$ cat src/hw/store_route_pkg.sv
// Package: register map, field layouts, limits and timing for the store and done-route block
// Assumes a 32-bit APB slave and a 25 MHz clock
package store_route_pkg;
  // ------------------------------------------------------------
  // Register offsets (byte addresses)
  // ------------------------------------------------------------
  localparam logic [11:0] OFS_BASE = 12'h000;
  localparam logic [11:0] OFS_LENGTH = 12'h004;
  localparam logic [11:0] OFS_ENABLE = 12'h008;
  localparam logic [11:0] OFS_ROUTE = 12'h00C;
  localparam logic [11:0] OFS_TIMING = 12'h010;
  localparam logic [11:0] OFS_LIMIT_QUERY = 12'h014;
  localparam logic [11:0] OFS_LIMIT_DATA = 12'h018;
  localparam logic [11:0] OFS_STORE_PTR = 12'h01C;
  localparam logic [11:0] OFS_READING = 12'h020;
  localparam logic [11:0] OFS_IRQ_STATUS = 12'h024;
  localparam logic [11:0] OFS_IRQ_ENABLE = 12'h028;
  localparam logic [11:0] OFS_IRQ_CLEAR = 12'h02C;
  localparam logic [11:0] OFS_SAMPLE = 12'h030;
  // ------------------------------------------------------------
  // Limits and reset values
  // ------------------------------------------------------------
  localparam logic [23:0] BASE_MIN = 24'h200000;
  localparam logic [23:0] BASE_MAX = 24'hDFFFFC;
  localparam logic [23:0] BASE_RESET = 24'h200000;
  localparam logic [23:0] LENGTH_MIN = 24'h000000;
  localparam logic [23:0] LENGTH_MAX = 24'hC00000;
  localparam logic [23:0] LENGTH_RESET = 24'h000000;
  localparam logic [24:0] REGION_TOP = 25'h0E00000;
  localparam logic [23:0] BYTES_PER_READING = 24'h000004;
  // Limit-query selector codes
  localparam logic [1:0] QSEL_PRESENT = 2'h0;
  localparam logic [1:0] QSEL_MIN = 2'h1;
  localparam logic [1:0] QSEL_MAX = 2'h2;
  localparam logic QOBJ_BASE = 1'b0;
  // Timing field: bit 0 autozero, bits 2:1 aperture code
  localparam int TIMING_AZ_BIT = 0;
  localparam int TIMING_AP_LSB = 1;
  localparam logic [1:0] AP_10US = 2'h0;
  localparam logic [1:0] AP_100US = 2'h1;
  // Done-low times in microseconds, and counts at 25 MHz
  localparam int CLK_MHZ = 25;
  localparam int DONE_US_10_AZOFF = 70;
  localparam int DONE_US_100_AZOFF = 250;
  localparam int DONE_US_100_AZON = 520;
  localparam logic [15:0] DONE_CYC_10_AZOFF = 16'(DONE_US_10_AZOFF * CLK_MHZ);
  localparam logic [15:0] DONE_CYC_100_AZOFF = 16'(DONE_US_100_AZOFF * CLK_MHZ);
  localparam logic [15:0] DONE_CYC_100_AZON = 16'(DONE_US_100_AZON * CLK_MHZ);
  // Interrupt status bits
  localparam int IRQ_DONE = 0;
  localparam int IRQ_STORED = 1;
  localparam int IRQ_FULL = 2;
  localparam int IRQ_BADCFG = 3;
  localparam int IRQ_W = 4;

  typedef enum logic [2:0] {
    ST_IDLE = 3'b001,
    ST_LOW = 3'b010,
    ST_STORE = 3'b100
  } done_state_e;

  // External memory write request
  typedef struct packed {
    logic valid;
    logic [23:0] addr;
    logic [31:0] data;
  } mem_req_s;
endpackage : store_route_pkg

$ cat src/hw/store_route.sv
// Reading-store setup, done-pulse generation and backplane trigger routing
// Assumes APB master on REF_CLK, sync reset, memory card accepts one write per cycle
// ------------------------------------------------------------
// ------------------------------------------------------------
`timescale 1ns/1ns
module store_route #(
  parameter int LINES = 8
) (
  input wire logic REF_CLK,
  input wire logic RESET,
  input wire logic PSEL,
  input wire logic PENABLE,
  input wire logic PWRITE,
  input wire logic [11:0] PADDR,
  input wire logic [31:0] PWDATA,
  output logic [31:0] PRDATA,
  output logic PREADY,
  output logic PSLVERR,
  input wire logic SAMPLE_TAKEN,
  input wire logic [31:0] READING,
  input wire logic [LINES-1:0] TRIGGER_LINE_IN,
  output logic [LINES-1:0] TRIGGER_LINE_OE,
  output logic [LINES-1:0] TRIGGER_LINE_OUT,
  output logic MEASUREMENT_DONE_OUT_N,
  output logic MEM_WRITE,
  output logic [23:0] MEM_ADDR,
  output logic [31:0] MEM_DATA,
  output logic IRQ
);
  // ------------------------------------------------------------
  // State
  // ------------------------------------------------------------
  // Status width first, so the state struct below can size its fields
  localparam int IRQ_W_T = store_route_pkg::IRQ_W;
  typedef struct packed {
    logic [31:0] prdata;
    logic pready;
    logic pslverr;
    logic [23:0] ext_store_base;
    logic [23:0] ext_store_length;
    logic ext_store_enable;
    logic [LINES-1:0] done_line_route;
    logic [2:0] timing;
    logic [2:0] query_sel;
    logic [23:0] store_offset;
    logic [31:0] reading;
    logic [IRQ_W_T-1:0] irq_status;
    logic [IRQ_W_T-1:0] irq_enable;
    store_route_pkg::done_state_e state;
    logic [15:0] low_count;
    logic done_n;
    logic [LINES-1:0] line_oe;
    store_route_pkg::mem_req_s mem;
    logic irq;
    logic [1:0] sample_sync;
  } state_s;

  state_s cur;
  state_s next_cur;
  logic [LINES-1:0] trigger_sync1;
  logic [LINES-1:0] trigger_sync2;
  logic sample_sync1;

  // ------------------------------------------------------------
  // Input synchronisers
  // ------------------------------------------------------------
  // SAMPLE_TAKEN and the trigger lines pass two flip-flops; trigger lines are only read back for status
  always_ff @(posedge REF_CLK) begin
    sample_sync1 <= SAMPLE_TAKEN;
    trigger_sync1 <= TRIGGER_LINE_IN;
    trigger_sync2 <= trigger_sync1;
  end

  // ------------------------------------------------------------
  // Done-pulse timing
  // ------------------------------------------------------------
  // Done-low time from aperture code and autozero
  function automatic logic [15:0] low_time(input logic [2:0] t);
    logic [1:0] ap;
    ap = t[store_route_pkg::TIMING_AP_LSB +: 2];
    if (ap == store_route_pkg::AP_10US) begin
      low_time = store_route_pkg::DONE_CYC_10_AZOFF;
    end else if (t[store_route_pkg::TIMING_AZ_BIT]) begin
      low_time = store_route_pkg::DONE_CYC_100_AZON;
    end else begin
      low_time = store_route_pkg::DONE_CYC_100_AZOFF;
    end
  endfunction : low_time

  // ------------------------------------------------------------
  // Next-state logic
  // ------------------------------------------------------------
  // Main next-state logic
  always_comb begin
    logic access;
    logic wr;
    logic [23:0] wval;
    logic sample_edge;
    logic [IRQ_W_T-1:0] ev;
    logic [IRQ_W_T-1:0] clr;
    logic [24:0] span;
    access = 1'b0;
    wr = 1'b0;
    wval = 24'h000000;
    sample_edge = 1'b0;
    ev = '0;
    clr = '0;
    span = 25'h0000000;
    next_cur = cur;
    next_cur.pready = 1'b0;
    next_cur.pslverr = 1'b0;
    next_cur.mem.valid = 1'b0;
    next_cur.sample_sync = {cur.sample_sync[0], sample_sync1};
    sample_edge = cur.sample_sync[0] & ~cur.sample_sync[1];

    // APB: one wait state, answer in the cycle after the first access cycle
    access = PSEL && PENABLE && !cur.pready;
    wr = access && PWRITE;
    wval = PWDATA[23:0];
    if (access) begin
      next_cur.pready = 1'b1;
      next_cur.prdata = 32'h00000000;
      unique case (PADDR)
        store_route_pkg::OFS_BASE: begin
          next_cur.prdata = {8'h00, cur.ext_store_base};
          if (wr) begin
            // Out-of-range or misaligned base is refused
            if (wval < store_route_pkg::BASE_MIN || wval > store_route_pkg::BASE_MAX
                || wval[1:0] != 2'h0 || PWDATA[31:24] != 8'h00) begin
              next_cur.pslverr = 1'b1;
            end else begin
              next_cur.ext_store_base = wval;
            end
          end
        end
        store_route_pkg::OFS_LENGTH: begin
          next_cur.prdata = {8'h00, cur.ext_store_length};
          if (wr) begin
            // Binary word serves decimal and hex alike
            if (wval > store_route_pkg::LENGTH_MAX || PWDATA[31:24] != 8'h00) begin
              next_cur.pslverr = 1'b1;
            end else begin
              next_cur.ext_store_length = wval;
            end
          end
        end
        store_route_pkg::OFS_ENABLE: begin
          next_cur.prdata = {31'h00000000, cur.ext_store_enable};
          if (wr) begin
            next_cur.ext_store_enable = PWDATA[0];
            next_cur.store_offset = 24'h000000;
          end
        end
        store_route_pkg::OFS_ROUTE: begin
          next_cur.prdata = 32'(cur.done_line_route);
          if (wr) begin
            next_cur.done_line_route = PWDATA[LINES-1:0];
          end
        end
        store_route_pkg::OFS_TIMING: begin
          next_cur.prdata = {29'h00000000, cur.timing};
          if (wr) begin
            next_cur.timing = PWDATA[2:0];
          end
        end
        store_route_pkg::OFS_LIMIT_QUERY: begin
          next_cur.prdata = {29'h00000000, cur.query_sel};
          if (wr) begin
            next_cur.query_sel = PWDATA[2:0];
          end
        end
        store_route_pkg::OFS_LIMIT_DATA: begin
          // Bit 2 picks the object, bits 1:0 present/min/max
          if (cur.query_sel[2] == store_route_pkg::QOBJ_BASE) begin
            unique case (cur.query_sel[1:0])
              store_route_pkg::QSEL_MIN: next_cur.prdata = {8'h00, store_route_pkg::BASE_MIN};
              store_route_pkg::QSEL_MAX: next_cur.prdata = {8'h00, store_route_pkg::BASE_MAX};
              default: next_cur.prdata = {8'h00, cur.ext_store_base};
            endcase
          end else begin
            unique case (cur.query_sel[1:0])
              store_route_pkg::QSEL_MIN: next_cur.prdata = {8'h00, store_route_pkg::LENGTH_MIN};
              store_route_pkg::QSEL_MAX: next_cur.prdata = {8'h00, store_route_pkg::LENGTH_MAX};
              default: next_cur.prdata = {8'h00, cur.ext_store_length};
            endcase
          end
        end
        store_route_pkg::OFS_STORE_PTR: next_cur.prdata = {8'h00, cur.store_offset};
        store_route_pkg::OFS_READING: next_cur.prdata = cur.reading;
        store_route_pkg::OFS_IRQ_STATUS: next_cur.prdata = 32'(cur.irq_status);
        store_route_pkg::OFS_IRQ_ENABLE: begin
          next_cur.prdata = 32'(cur.irq_enable);
          if (wr) begin
            next_cur.irq_enable = PWDATA[IRQ_W_T-1:0];
          end
        end
        store_route_pkg::OFS_IRQ_CLEAR: begin
          if (wr) begin
            clr = PWDATA[IRQ_W_T-1:0];
          end
        end
        store_route_pkg::OFS_SAMPLE: begin
          next_cur.prdata = 32'(trigger_sync2);
        end
        default: next_cur.pslverr = 1'b1; // Unmapped address
      endcase
    end

    // Done pulse: low per reading, then store when enabled
    unique case (cur.state)
      store_route_pkg::ST_IDLE: begin
        if (sample_edge) begin
          // Not synchronised: only taken on the synchronised strobe, so it must already stand
          next_cur.reading = READING; // IEEE-754 word from the converter
          next_cur.done_n = 1'b0;
          next_cur.line_oe = cur.done_line_route; // Pull routed lines low
          next_cur.low_count = low_time(cur.timing);
          next_cur.state = store_route_pkg::ST_LOW;
        end
      end
      store_route_pkg::ST_LOW: begin
        if (cur.low_count <= 16'h0001) begin
          next_cur.done_n = 1'b1;
          next_cur.line_oe = '0; // Release to pull-up high
          next_cur.state = store_route_pkg::ST_STORE;
          ev[store_route_pkg::IRQ_DONE] = 1'b1;
        end else begin
          next_cur.low_count = cur.low_count - 16'h0001;
        end
      end
      store_route_pkg::ST_STORE: begin
        next_cur.state = store_route_pkg::ST_IDLE;
        span = {1'b0, cur.ext_store_base} + {1'b0, cur.ext_store_length};
        if (cur.ext_store_enable) begin
          if (span > store_route_pkg::REGION_TOP) begin
            ev[store_route_pkg::IRQ_BADCFG] = 1'b1; // Protect the region
          end else if (cur.store_offset + store_route_pkg::BYTES_PER_READING
                       <= cur.ext_store_length) begin
            // Next word at base plus offset, 4 bytes per reading
            next_cur.mem.valid = 1'b1;
            next_cur.mem.addr = cur.ext_store_base + cur.store_offset;
            next_cur.mem.data = cur.reading;
            next_cur.store_offset = cur.store_offset + store_route_pkg::BYTES_PER_READING;
            ev[store_route_pkg::IRQ_STORED] = 1'b1;
          end else begin
            ev[store_route_pkg::IRQ_FULL] = 1'b1; // Length reached, reading dropped
          end
        end
      end
      default: next_cur.state = store_route_pkg::ST_IDLE;
    endcase

    // Sticky status: set wins over clear
    next_cur.irq_status = (cur.irq_status & ~clr) | ev;
    next_cur.irq = |(next_cur.irq_status & next_cur.irq_enable);

    if (RESET) begin
      next_cur = '0;
      next_cur.ext_store_base = store_route_pkg::BASE_RESET;
      next_cur.ext_store_length = store_route_pkg::LENGTH_RESET;
      next_cur.done_n = 1'b1;
      next_cur.state = store_route_pkg::ST_IDLE;
    end
  end

  // ------------------------------------------------------------
  // State register and outputs
  // ------------------------------------------------------------
  // Register the whole state
  always_ff @(posedge REF_CLK) begin
    cur <= next_cur;
  end

  // Outputs straight from state flip-flops, except TRIGGER_LINE_OUT tied low
  assign PRDATA = cur.prdata;
  assign PREADY = cur.pready;
  assign PSLVERR = cur.pslverr;
  assign MEASUREMENT_DONE_OUT_N = cur.done_n; // Front output always carries done
  assign TRIGGER_LINE_OE = cur.line_oe; // Open-collector: drive only low
  assign TRIGGER_LINE_OUT = '0;
  assign MEM_WRITE = cur.mem.valid;
  assign MEM_ADDR = cur.mem.addr;
  assign MEM_DATA = cur.mem.data;
  assign IRQ = cur.irq;
endmodule : store_route

$ cat config.mk
export PLATFORM = sky130hd
export DESIGN_NAME = store_route
export DESIGN_NICKNAME = d
export VERILOG_FILES = /design/src/hw/store_route_pkg.sv /design/src/hw/store_route.sv
export SDC_FILE = /design/constraint.sdc
export NUM_CORES = 1
export LEC_CHECK = 0
export ABC_CLOCK_PERIOD_IN_PS = 6600
export BUFFER_PORTS_ARGS = -buffer_cell sky130_fd_sc_hd__buf_4
export CAP_MARGIN = 20
export CORE_MARGIN = 4
export CORE_UTILIZATION = 35
export DETAILED_ROUTE_END_ITERATION = 10
export GPL_ROUTABILITY_DRIVEN = 0
export HOLD_SLACK_MARGIN = 0.15
export PLACE_DENSITY_LB_ADDON = 0.15
export RECOVER_POWER = 50
export SLEW_MARGIN = 0
export SYNTH_ARGS = -nofsm -noshare
export SYNTH_HDL_FRONTEND = slang
export SYNTH_SLANG_ARGS = --single-unit
$ cat constraint.sdc
create_clock -name REF_CLK -period 6.6 [get_ports REF_CLK]
set_clock_uncertainty 0.1 [all_clocks]
set_input_delay 1.32 -clock REF_CLK [delete_from_list [all_inputs] [get_ports REF_CLK]]
set_output_delay 1.32 -clock REF_CLK [all_outputs]
set_load 0.02 [all_outputs]
After elaboration in Yosys (flattened, before gate mapping)
Cells that the tools add are included.

Logic and storage cells: 147. Bits of input ports: 90. Output and inout bits: 109. Register bits after elaboration: 266.

Eq/ne operators: 20. Reduce and logical (&&, ||, !) cells: 28. Order comparisons: 6. $add $sub $neg: 4. Multiplexer cells: 52. Bitwise gates (word level): 12.

Operators by type and width (count): 32-bit case mux with 12 select lines (1); 24-bit two-way mux (11); 24-bit case mux with 2 select lines (2); 89-bit two-way mux (1); 12-bit by 6-bit == test with 1-bit output, second input constant (5); 57-bit two-way mux (1); 25-bit case mux with 2 select lines (1); 12-bit by 5-bit == test with 1-bit output, second input constant (4); 24-bit greater-than comparator, second input constant (2); 16-bit two-way mux (2); 32-bit two-way mux (1); 28-bit two-way mux (1); 24-bit by 24-bit adder with 25-bit output (1); 25-bit by 24-bit greater-than comparator with 1-bit output, second input constant (1); 25-bit two-way mux (1); 24-bit adder (1); 24-bit by 3-bit adder with 24-bit output, second input constant (1); 12-bit by 4-bit == test with 1-bit output, second input constant (2); 24-bit <= comparator (1); 24-bit by 22-bit less-than comparator with 1-bit output, second input constant (1); 4-bit two-way mux (6); 3-bit two-way mux (7); 3-bit AND reduction (6); 16-bit by 1-bit <= comparator with 1-bit output, second input constant (1); 32 further kinds (61).

Longest topological paths before layout
Gate-level depths: netlist of the first run.

Word-level depth: 12. Mapped depth: 23. Gate-level depth less buffers: 20.

Worst setup path before layout of the first run
No wires, ideal clock.

Path type: register to register. Start: register cur[130] (netlist name). End: register cur, in the netlist MEM_ADDR[10]. Period minus slack after synthesis: 4712 ps. Slack: 1888 ps. Cell stages (with the launch flop): 23. Required time: 6372 ps. Arrival: 4485 ps. Buffers on the path: 3. Setup time: 128 ps. Cells stage by stage: dfxtp_1 -> ha_1 -> and3_1 -> and3_1 -> and2_1 -> and4_1 -> and3_1 -> and3_1 -> clkbuf_1 -> nand3_1 -> xnor2_1 -> ha_1 -> nand4_1 -> or2_2 -> nor4_1 -> nand3_1 -> o21ai_0 -> inv_1 -> a2111oi_4 -> buf_6 -> buf_8 -> mux2i_1 -> nor2_1.

Cells in the longest elaborated chain, start to end: 3. Elaborated cells between the ends (all ways): 4. Those cells by class: add/sub (2); order compare (1); reduce/logical (1).

RTL lines: start: declaration (RTL line store_route.sv:58) `state_s cur;`; start signal: assignment (RTL line store_route.sv:271) `cur <= next_cur;`; 24-bit by 3-bit adder with 24-bit output (RTL line store_route.sv:237) `end else if (cur.store_offset + store_route_pkg::BYTES_PER_READING`; 24-bit <= comparator (RTL line store_route.sv:238) `<= cur.ext_store_length) begin`; 4-bit AND reduction (no source line).

Parallel ways exist; a longest one is shown, timed or not. A chain may end at the register's enable or synchronous reset.

Final worst setup path of the first run
Start: register cur[130] (netlist name). End: register cur, in the netlist MEM_DATA[21].

Cells in the longest elaborated chain, start to end: 3.

RTL lines (RTL line): 24-bit by 3-bit adder with 24-bit output (store_route.sv:237); 24-bit <= comparator (store_route.sv:238); 4-bit AND reduction (no source line).

No other way between the ends.

==> results of run 1 <==
[logic make-up (layout without fill, tap and decap cells)]
kind of cell	count (synthesis)	in the layout	synth area share [%]
DFF	266	266	36.0
other	1	8	0.0254
AOI/OAI and AO/OA	399	399	18.3
xor gates and xnor gates	57	57	3.38
buffers and inverters	240	310	9.13
muxes	104	104	7.08
adders and majority gates	79	79	6.77
and+or+nand+nor	627	627	19.3
[through the flow]
stage	instances	worst slack (ns)	cell area [µm²]
4_1_cts	2387	0.877	17000
3_5_place_dp	2330	0.911	15900
5_1_grt	2389	0.163	16600
2_1_floorplan	1780	1.89	14800
3_3_place_gp	2330	1.08	15900
6_report	2389	0.705	16600
[flip-flops by register name, indices dropped and copies added (netlist names)]
name,flops
cur,148
PRDATA,32
MEASUREMENT_DONE_OUT_N,1
PREADY,1
trigger_sync1,8
TRIGGER_LINE_OE,8
sample_sync1,1
MEM_DATA,32
PSLVERR,1
IRQ,1
MEM_ADDR,24
MEM_WRITE,1
trigger_sync2,8
[area by class of cell]
cell class	count	area [µm²]	area share (%)
Sequential cell	266	5330	32.1
Timing Repair Buffer	204	1160	7.01
Tap cell	539	674	4.06
Inverter	49	184	1.11
Multi-Input combinational cell	1274	8140	49.0
Clock buffer	44	905	5.45
Clock inverter	13	203	1.22
[final timing paths]
check             cells past startpoint  slack, ns              from               end
hold reg to reg                       0       0.23  trigger_sync1[3]  trigger_sync2[3]
setup reg to reg                     20       0.71          cur[130]      MEM_DATA[21]
setup / recovery                     20       0.71          cur[130]      MEM_DATA[21]
hold / removal                        0       0.23  trigger_sync1[3]  trigger_sync2[3]
[worst register-to-register path, delay by kind of cell (launching register included)]
family	cells	cell delay, ns
compound gates	2	0.82
xor+xnor	1	0.18
fa+ha+maj	2	0.55
buf+inv	2	0.81
flops	1	0.48
mux	1	0.31
simple gates	12	2.43
[layer usage]
layer  vias to the layer above  wire (µm)  share of wire, %  track usage [%]
li1                       6304          -                 -                -
met3                        62       2570               5.3             2.96
met5                         -         13             0.027                0
met2                       392      23100                48             35.2
met4                         2       1140               2.4             5.10
met1                      6188      21600                45             27.5
[cells in the final DEF, fill, tap and decap left out, types with 10 or more instances in the layout]
cell type / Yosys / routed
inv_1: 49 / 49
nor3_1: 31 / 31
mux2i_1: 100 / 100
clkbuf_4: 0 / 10
nand2_1: 198 / 198
clkbuf_1: 73 / 107
nand3_1: 54 / 54
nand2b_1: 15 / 15
buf_4: 107 / 88
and3_1: 11 / 11
nor2_1: 215 / 215
nor4_1: 20 / 20
a221o_1: 29 / 29
xor2_1: 15 / 15
nor3b_1: 11 / 11
o21ai_0: 51 / 50
nand4_1: 12 / 12
o21bai_1: 14 / 14
a22oi_1: 35 / 35
xnor2_1: 42 / 42
ha_1: 76 / 76
a21oi_1: 143 / 142
a211oi_1: 14 / 14
dfxtp_1: 266 / 266
clkbuf_16: 0 / 31
[power breakdown]
group          switching (mW)  internal [mW]  leakage (nW)
combinational           0.114         0.0660          3.76
sequential             0.0195           1.63          2.16
clock                   0.713           1.15         0.541
total                   0.847           2.84          6.45
==> flow_summary.json, run 1 <==
{
  "status": "complete, but fails checks",
  "violations": "max-capacitance violations, max-slew violations",
  "ys_types": 79,
  "path_class": "register to register",
  "max_freq_ghz": 0.170,
  "finish.utilization_pct": 39.6,
  "post_cts_buffers": 0,
  "synth_edf_count": 0,
  "p_leak_nw": 6.45,
  "synth.most_common_cell": "dfxtp_1",
  "avgSynthCellArea_um2": 8.34,
  "cts.path.max_buffers": 3,
  "rsz0062_at_grt": "false",
  "crit_path_max_incr_delay_ns": 0.60,
  "crit_path_end_kind": "register",
  "power.density_mw_per_mm2": 222,
  "p_total_mw": 3.69,
  "grt_pass1_wl_mm": 73.8,
  "async_flop_share_pct": 0,
  "holdBufCountCts": 0,
  "nFillCells": 4362,
  "cpLargestDelayFamily": "simple AND/OR/NAND/NOR gates",
  "syn2layout_area_growth_pct": 12.2,
  "drive_gt1_share_pct": 9.95,
  "nets": 1994,
  "critPathBufInv": 2,
  "synth_top_area_share_pct": 36.0,
  "crit_required_ns": 6.83,
  "overflow": 0,
  "seq_area_frac_synth_pct": 36.0,
  "die_area_mm2": 0.0456,
  "ys_warn_count": 0,
  "cts.sinks": 266,
  "rows": 75,
  "die_y_um": 214,
  "clk_latency_ns": 0.58,
  "grt_max_degree": 160,
  "maxCapViolations": 2,
  "netlist_area_mm2": 0.0148,
  "synth_seq_cells": 266,
  "start_util_pct": 35.3,
  "hold_path.class": "register to register",
  "ant_nets": 0,
  "critPathMaxFanout": 38,
  "crit_path_start_kind": "register",
  "dr.pass1.iters": 7,
  "ir_drop_mv": 0.135,
  "grt_pass1_vias": 12400,
  "min_period_ns": 5.89,
  "hpwl_mm": 36.0,
  "path_cells": "ha_1, and3_1, and3_1, and2_1, and4_1, and3_1, and3_1, nand3_1, xnor2_1, ha_1, nand4_1, or2_2, nor4_1, nand3_1, o21ai_0, inv_1, a2111oi_4, buf_4, mux2i_1, nor2_1",
  "core_region_area_mm2": 0.0419,
  "synth.area.top_cells": "dfxtp_1, mux2i_1, ha_1",
  "cts_root_buf": "clkbuf_16",
  "cts_buffers": 31,
  "setup_viol": 0,
  "tightest_slew_ns": 3.32,
  "yosysTopAreaCell": "dfxtp_1",
  "cpMaxStageDelayCell": "buf_4",
  "clkTransAtPathRegs_ns": 0.06,
  "portBuffers": 190,
  "synthFlopType": "dfxtp_1",
  "arrival_ns": 6.13,
  "gr-usage-all-layers_pct": 20.6,
  "grt_antenna_before_repair": 1,
  "route.vias.total": 12900,
  "tns_ns": 0,
  "ctsResizeCount": 0,
  "slew_headroom_pct": -121,
  "slew_viol_final": 257,
  "synth_common_cells": "dfxtp_1, nor2_1, nand2_1, a21oi_1, buf_4",
  "dieWidth_um": 214,
  "htree_levels": 1,
  "antenna_cells": 0,
  "io_pins": 199,
  "drt_iter0_drc": 1115,
  "drc": 0,
  "viasPerCell": 5.42,
  "fin_crit_sh_pct": 89.3,
  "syn_inst": 1773,
  "drt_wl_total_mm": 48.5,
  "cp_common_cell": "and3_1",
  "wl_per_cell_um": 20.3,
  "hold_violations": 0,
  "hold_slack_ns": 0.229,
  "cts_tree": "built"
}
Power figures use the tool's default switching activity.
==> run 2: changes to the inputs <==
--- a/config.mk
+++ b/config.mk
@@ -10,11 +10,12 @@
 export CAP_MARGIN = 20
 export CORE_MARGIN = 4
 export CORE_UTILIZATION = 35
+export CTS_BUF_LIST = sky130_fd_sc_hd__clkbuf_2 sky130_fd_sc_hd__clkbuf_4 sky130_fd_sc_hd__clkbuf_8
 export DETAILED_ROUTE_END_ITERATION = 10
-export GPL_ROUTABILITY_DRIVEN = 0
 export HOLD_SLACK_MARGIN = 0.15
 export PLACE_DENSITY_LB_ADDON = 0.15
 export RECOVER_POWER = 50
+export SETUP_SLACK_MARGIN = 0.15
 export SLEW_MARGIN = 0
 export SYNTH_ARGS = -nofsm -noshare
 export SYNTH_HDL_FRONTEND = slang
==> flow_summary.json, run 2 (synthesis results as in run 1) <==
{
  "cts_root_buf": "clkbuf_8",
  "finish.utilization_pct": 39.7,
  "hold_violations": 0,
  "critPathBufInv": 2,
  "holdBufCountCts": 0,
  "dieWidth_um": 214,
  "switchingPower_uw": 866,
  "ctsResizeCount": 0,
  "tns_ns": 0,
  "setup.worst_path.start": "cur[131]",
  "grt_pass1_vias": 13000,
  "antenna_cells": 0,
  "seq_power_share_pct": 46.1,
  "pwr-share-clk_pct": 48.7,
  "core_region_area_mm2": 0.0419,
  "path_class": "register to register",
  "gp_congestion": 0.943,
  "hpwl_mm": 37.0,
  "p_comb_share_pct": 5.2,
  "viasPerCell": 5.45,
  "grt_pass1_wl_mm": 76.0,
  "io_pins": 199,
  "crit_path_end_kind": "register",
  "p_leak_nw": 6.51,
  "post_cts_buffers": 0,
  "ir_drop_mv": 0.177,
  "swShare_pct": 24.2,
  "die_area_mm2": 0.0456,
  "status": "complete, but fails checks",
  "max_flop_register": "cur",
  "grt_antenna_before_repair": 1,
  "slew_headroom_pct": -178,
  "drt_wl_total_mm": 50.2,
  "hp-start": "trigger_sync1[7]",
  "path_cells": "ha_1, and3_1, and3_1, and2_1, and4_1, and3_1, and3_1, nand3_1, xnor2_1, ha_1, nand4_1, or2_2, nor4_1, nand3_1, o21ai_0, inv_1, a2111oi_4, buf_4, mux2i_1, nor2_1",
  "mostFrequentLayoutCells": "dfxtp_1, nor2_1, nand2_1",
  "setup_viol": 0,
  "drt_iter0_drc": 1041,
  "cpMaxStageDelayCell": "buf_4",
  "p_total_mw": 3.58,
  "cts_tree": "built",
  "clk_latency_ns": 0.62,
  "grt_max_degree": 167,
  "htree_levels": 2,
  "hold_path.class": "register to register",
  "reg2regPathDepth": 20,
  "crit_path_max_incr_delay_ns": 0.61,
  "drc": 0,
  "arrival_ns": 6.04,
  "min_period_ns": 5.82,
  "start_util_pct": 35.3,
  "slew_viol_final": 89,
  "crit_required_ns": 6.83,
  "die_y_um": 214,
  "rsz0062_at_grt": "false",
  "cp_common_cell": "and3_1",
  "reg2reg_from": "cur[131]",
  "rows": 75,
  "p_int_mw": 2.71,
  "crit_path_start_kind": "register",
  "nets": 2012,
  "overflow": 0,
  "cts.path.max_buffers": 3,
  "route.vias.total": 13200,
  "max_freq_ghz": 0.172,
  "tightest_slew_ns": 4.17,
  "power.density_mw_per_mm2": 215,
  "wl_per_cell_um": 20.8,
  "dr.pass1.iters": 6,
  "violations": "max-capacitance violations, max-slew violations",
  "cp.depth": 20,
  "ant_nets": 0,
  "largest_reg_flops": 148,
  "fin_crit_sh_pct": 88.1,
  "cts.sinks": 266,
  "cpLargestDelayFamily": "simple AND/OR/NAND/NOR gates",
  "cts_buffers": 47,
  "syn2layout_area_growth_pct": 12.5,
  "gr-usage-all-layers_pct": 21.4,
  "drive_gt1_share_pct": 11.7,
  "holdPathStages": 0,
  "critPathMaxFanout": 39,
  "maxCapViolations": 1,
  "clkTransAtPathRegs_ns": 0.06,
  "layout_commonest_cell": "dfxtp_1",
  "portBuffers": 190
}
==> run 2: final timing paths <==
kind                 endpoint  slack [ns]
max reg2reg      MEM_ADDR[21]        0.78
min reg2reg  trigger_sync2[7]        0.23
max              MEM_ADDR[21]        0.78
min          trigger_sync2[7]        0.23
==> run 2: area by class of cell <==
class / instances / area, µm²
clock buffer: 69 / 918
clock inverter: 15 / 159
fill: 4345 / 25200
inverter: 49 / 184
multi-input combinational: 1274 / 8150
sequential: 266 / 5330
tap: 539 / 674
timing repair buffer: 206 / 1220
==> run 2: per-stage QoR <==
stage	instance area (µm²)	setup WS (ns)	hold WS, ns	cells
2_1_floorplan	14800	1.89	0.210	1780
3_5_place_dp	15900	0.978	0.212	2331
5_1_grt	16600	0.214	0.232	2418
4_1_cts	16900	0.924	0.225	2415
6_report	16600	0.783	0.226	2418
3_3_place_gp	15900	1.21	0.215	2331
==> run 2: power by group through the flow <==
stage / Clock [mW] / Combinational (mW) / Sequential (mW)
floorplan: 0 / 0.104 / 1.68
global placement: 0 / 0.184 / 1.69
detailed placement: 0 / 0.186 / 1.69
CTS: 1.79 / 0.186 / 1.65
global route: 1.86 / 0.203 / 1.65
finish: 1.74 / 0.185 / 1.65
==> run 2: layer usage <==
metal	GRT usage [%]	vias up	wire length (µm)
met5	0	-	0
met1	26.9	6324	21500
met2	36.4	407	23900
li1	-	6358	-
met3	4.48	97	3050
met4	7.75	0	1730
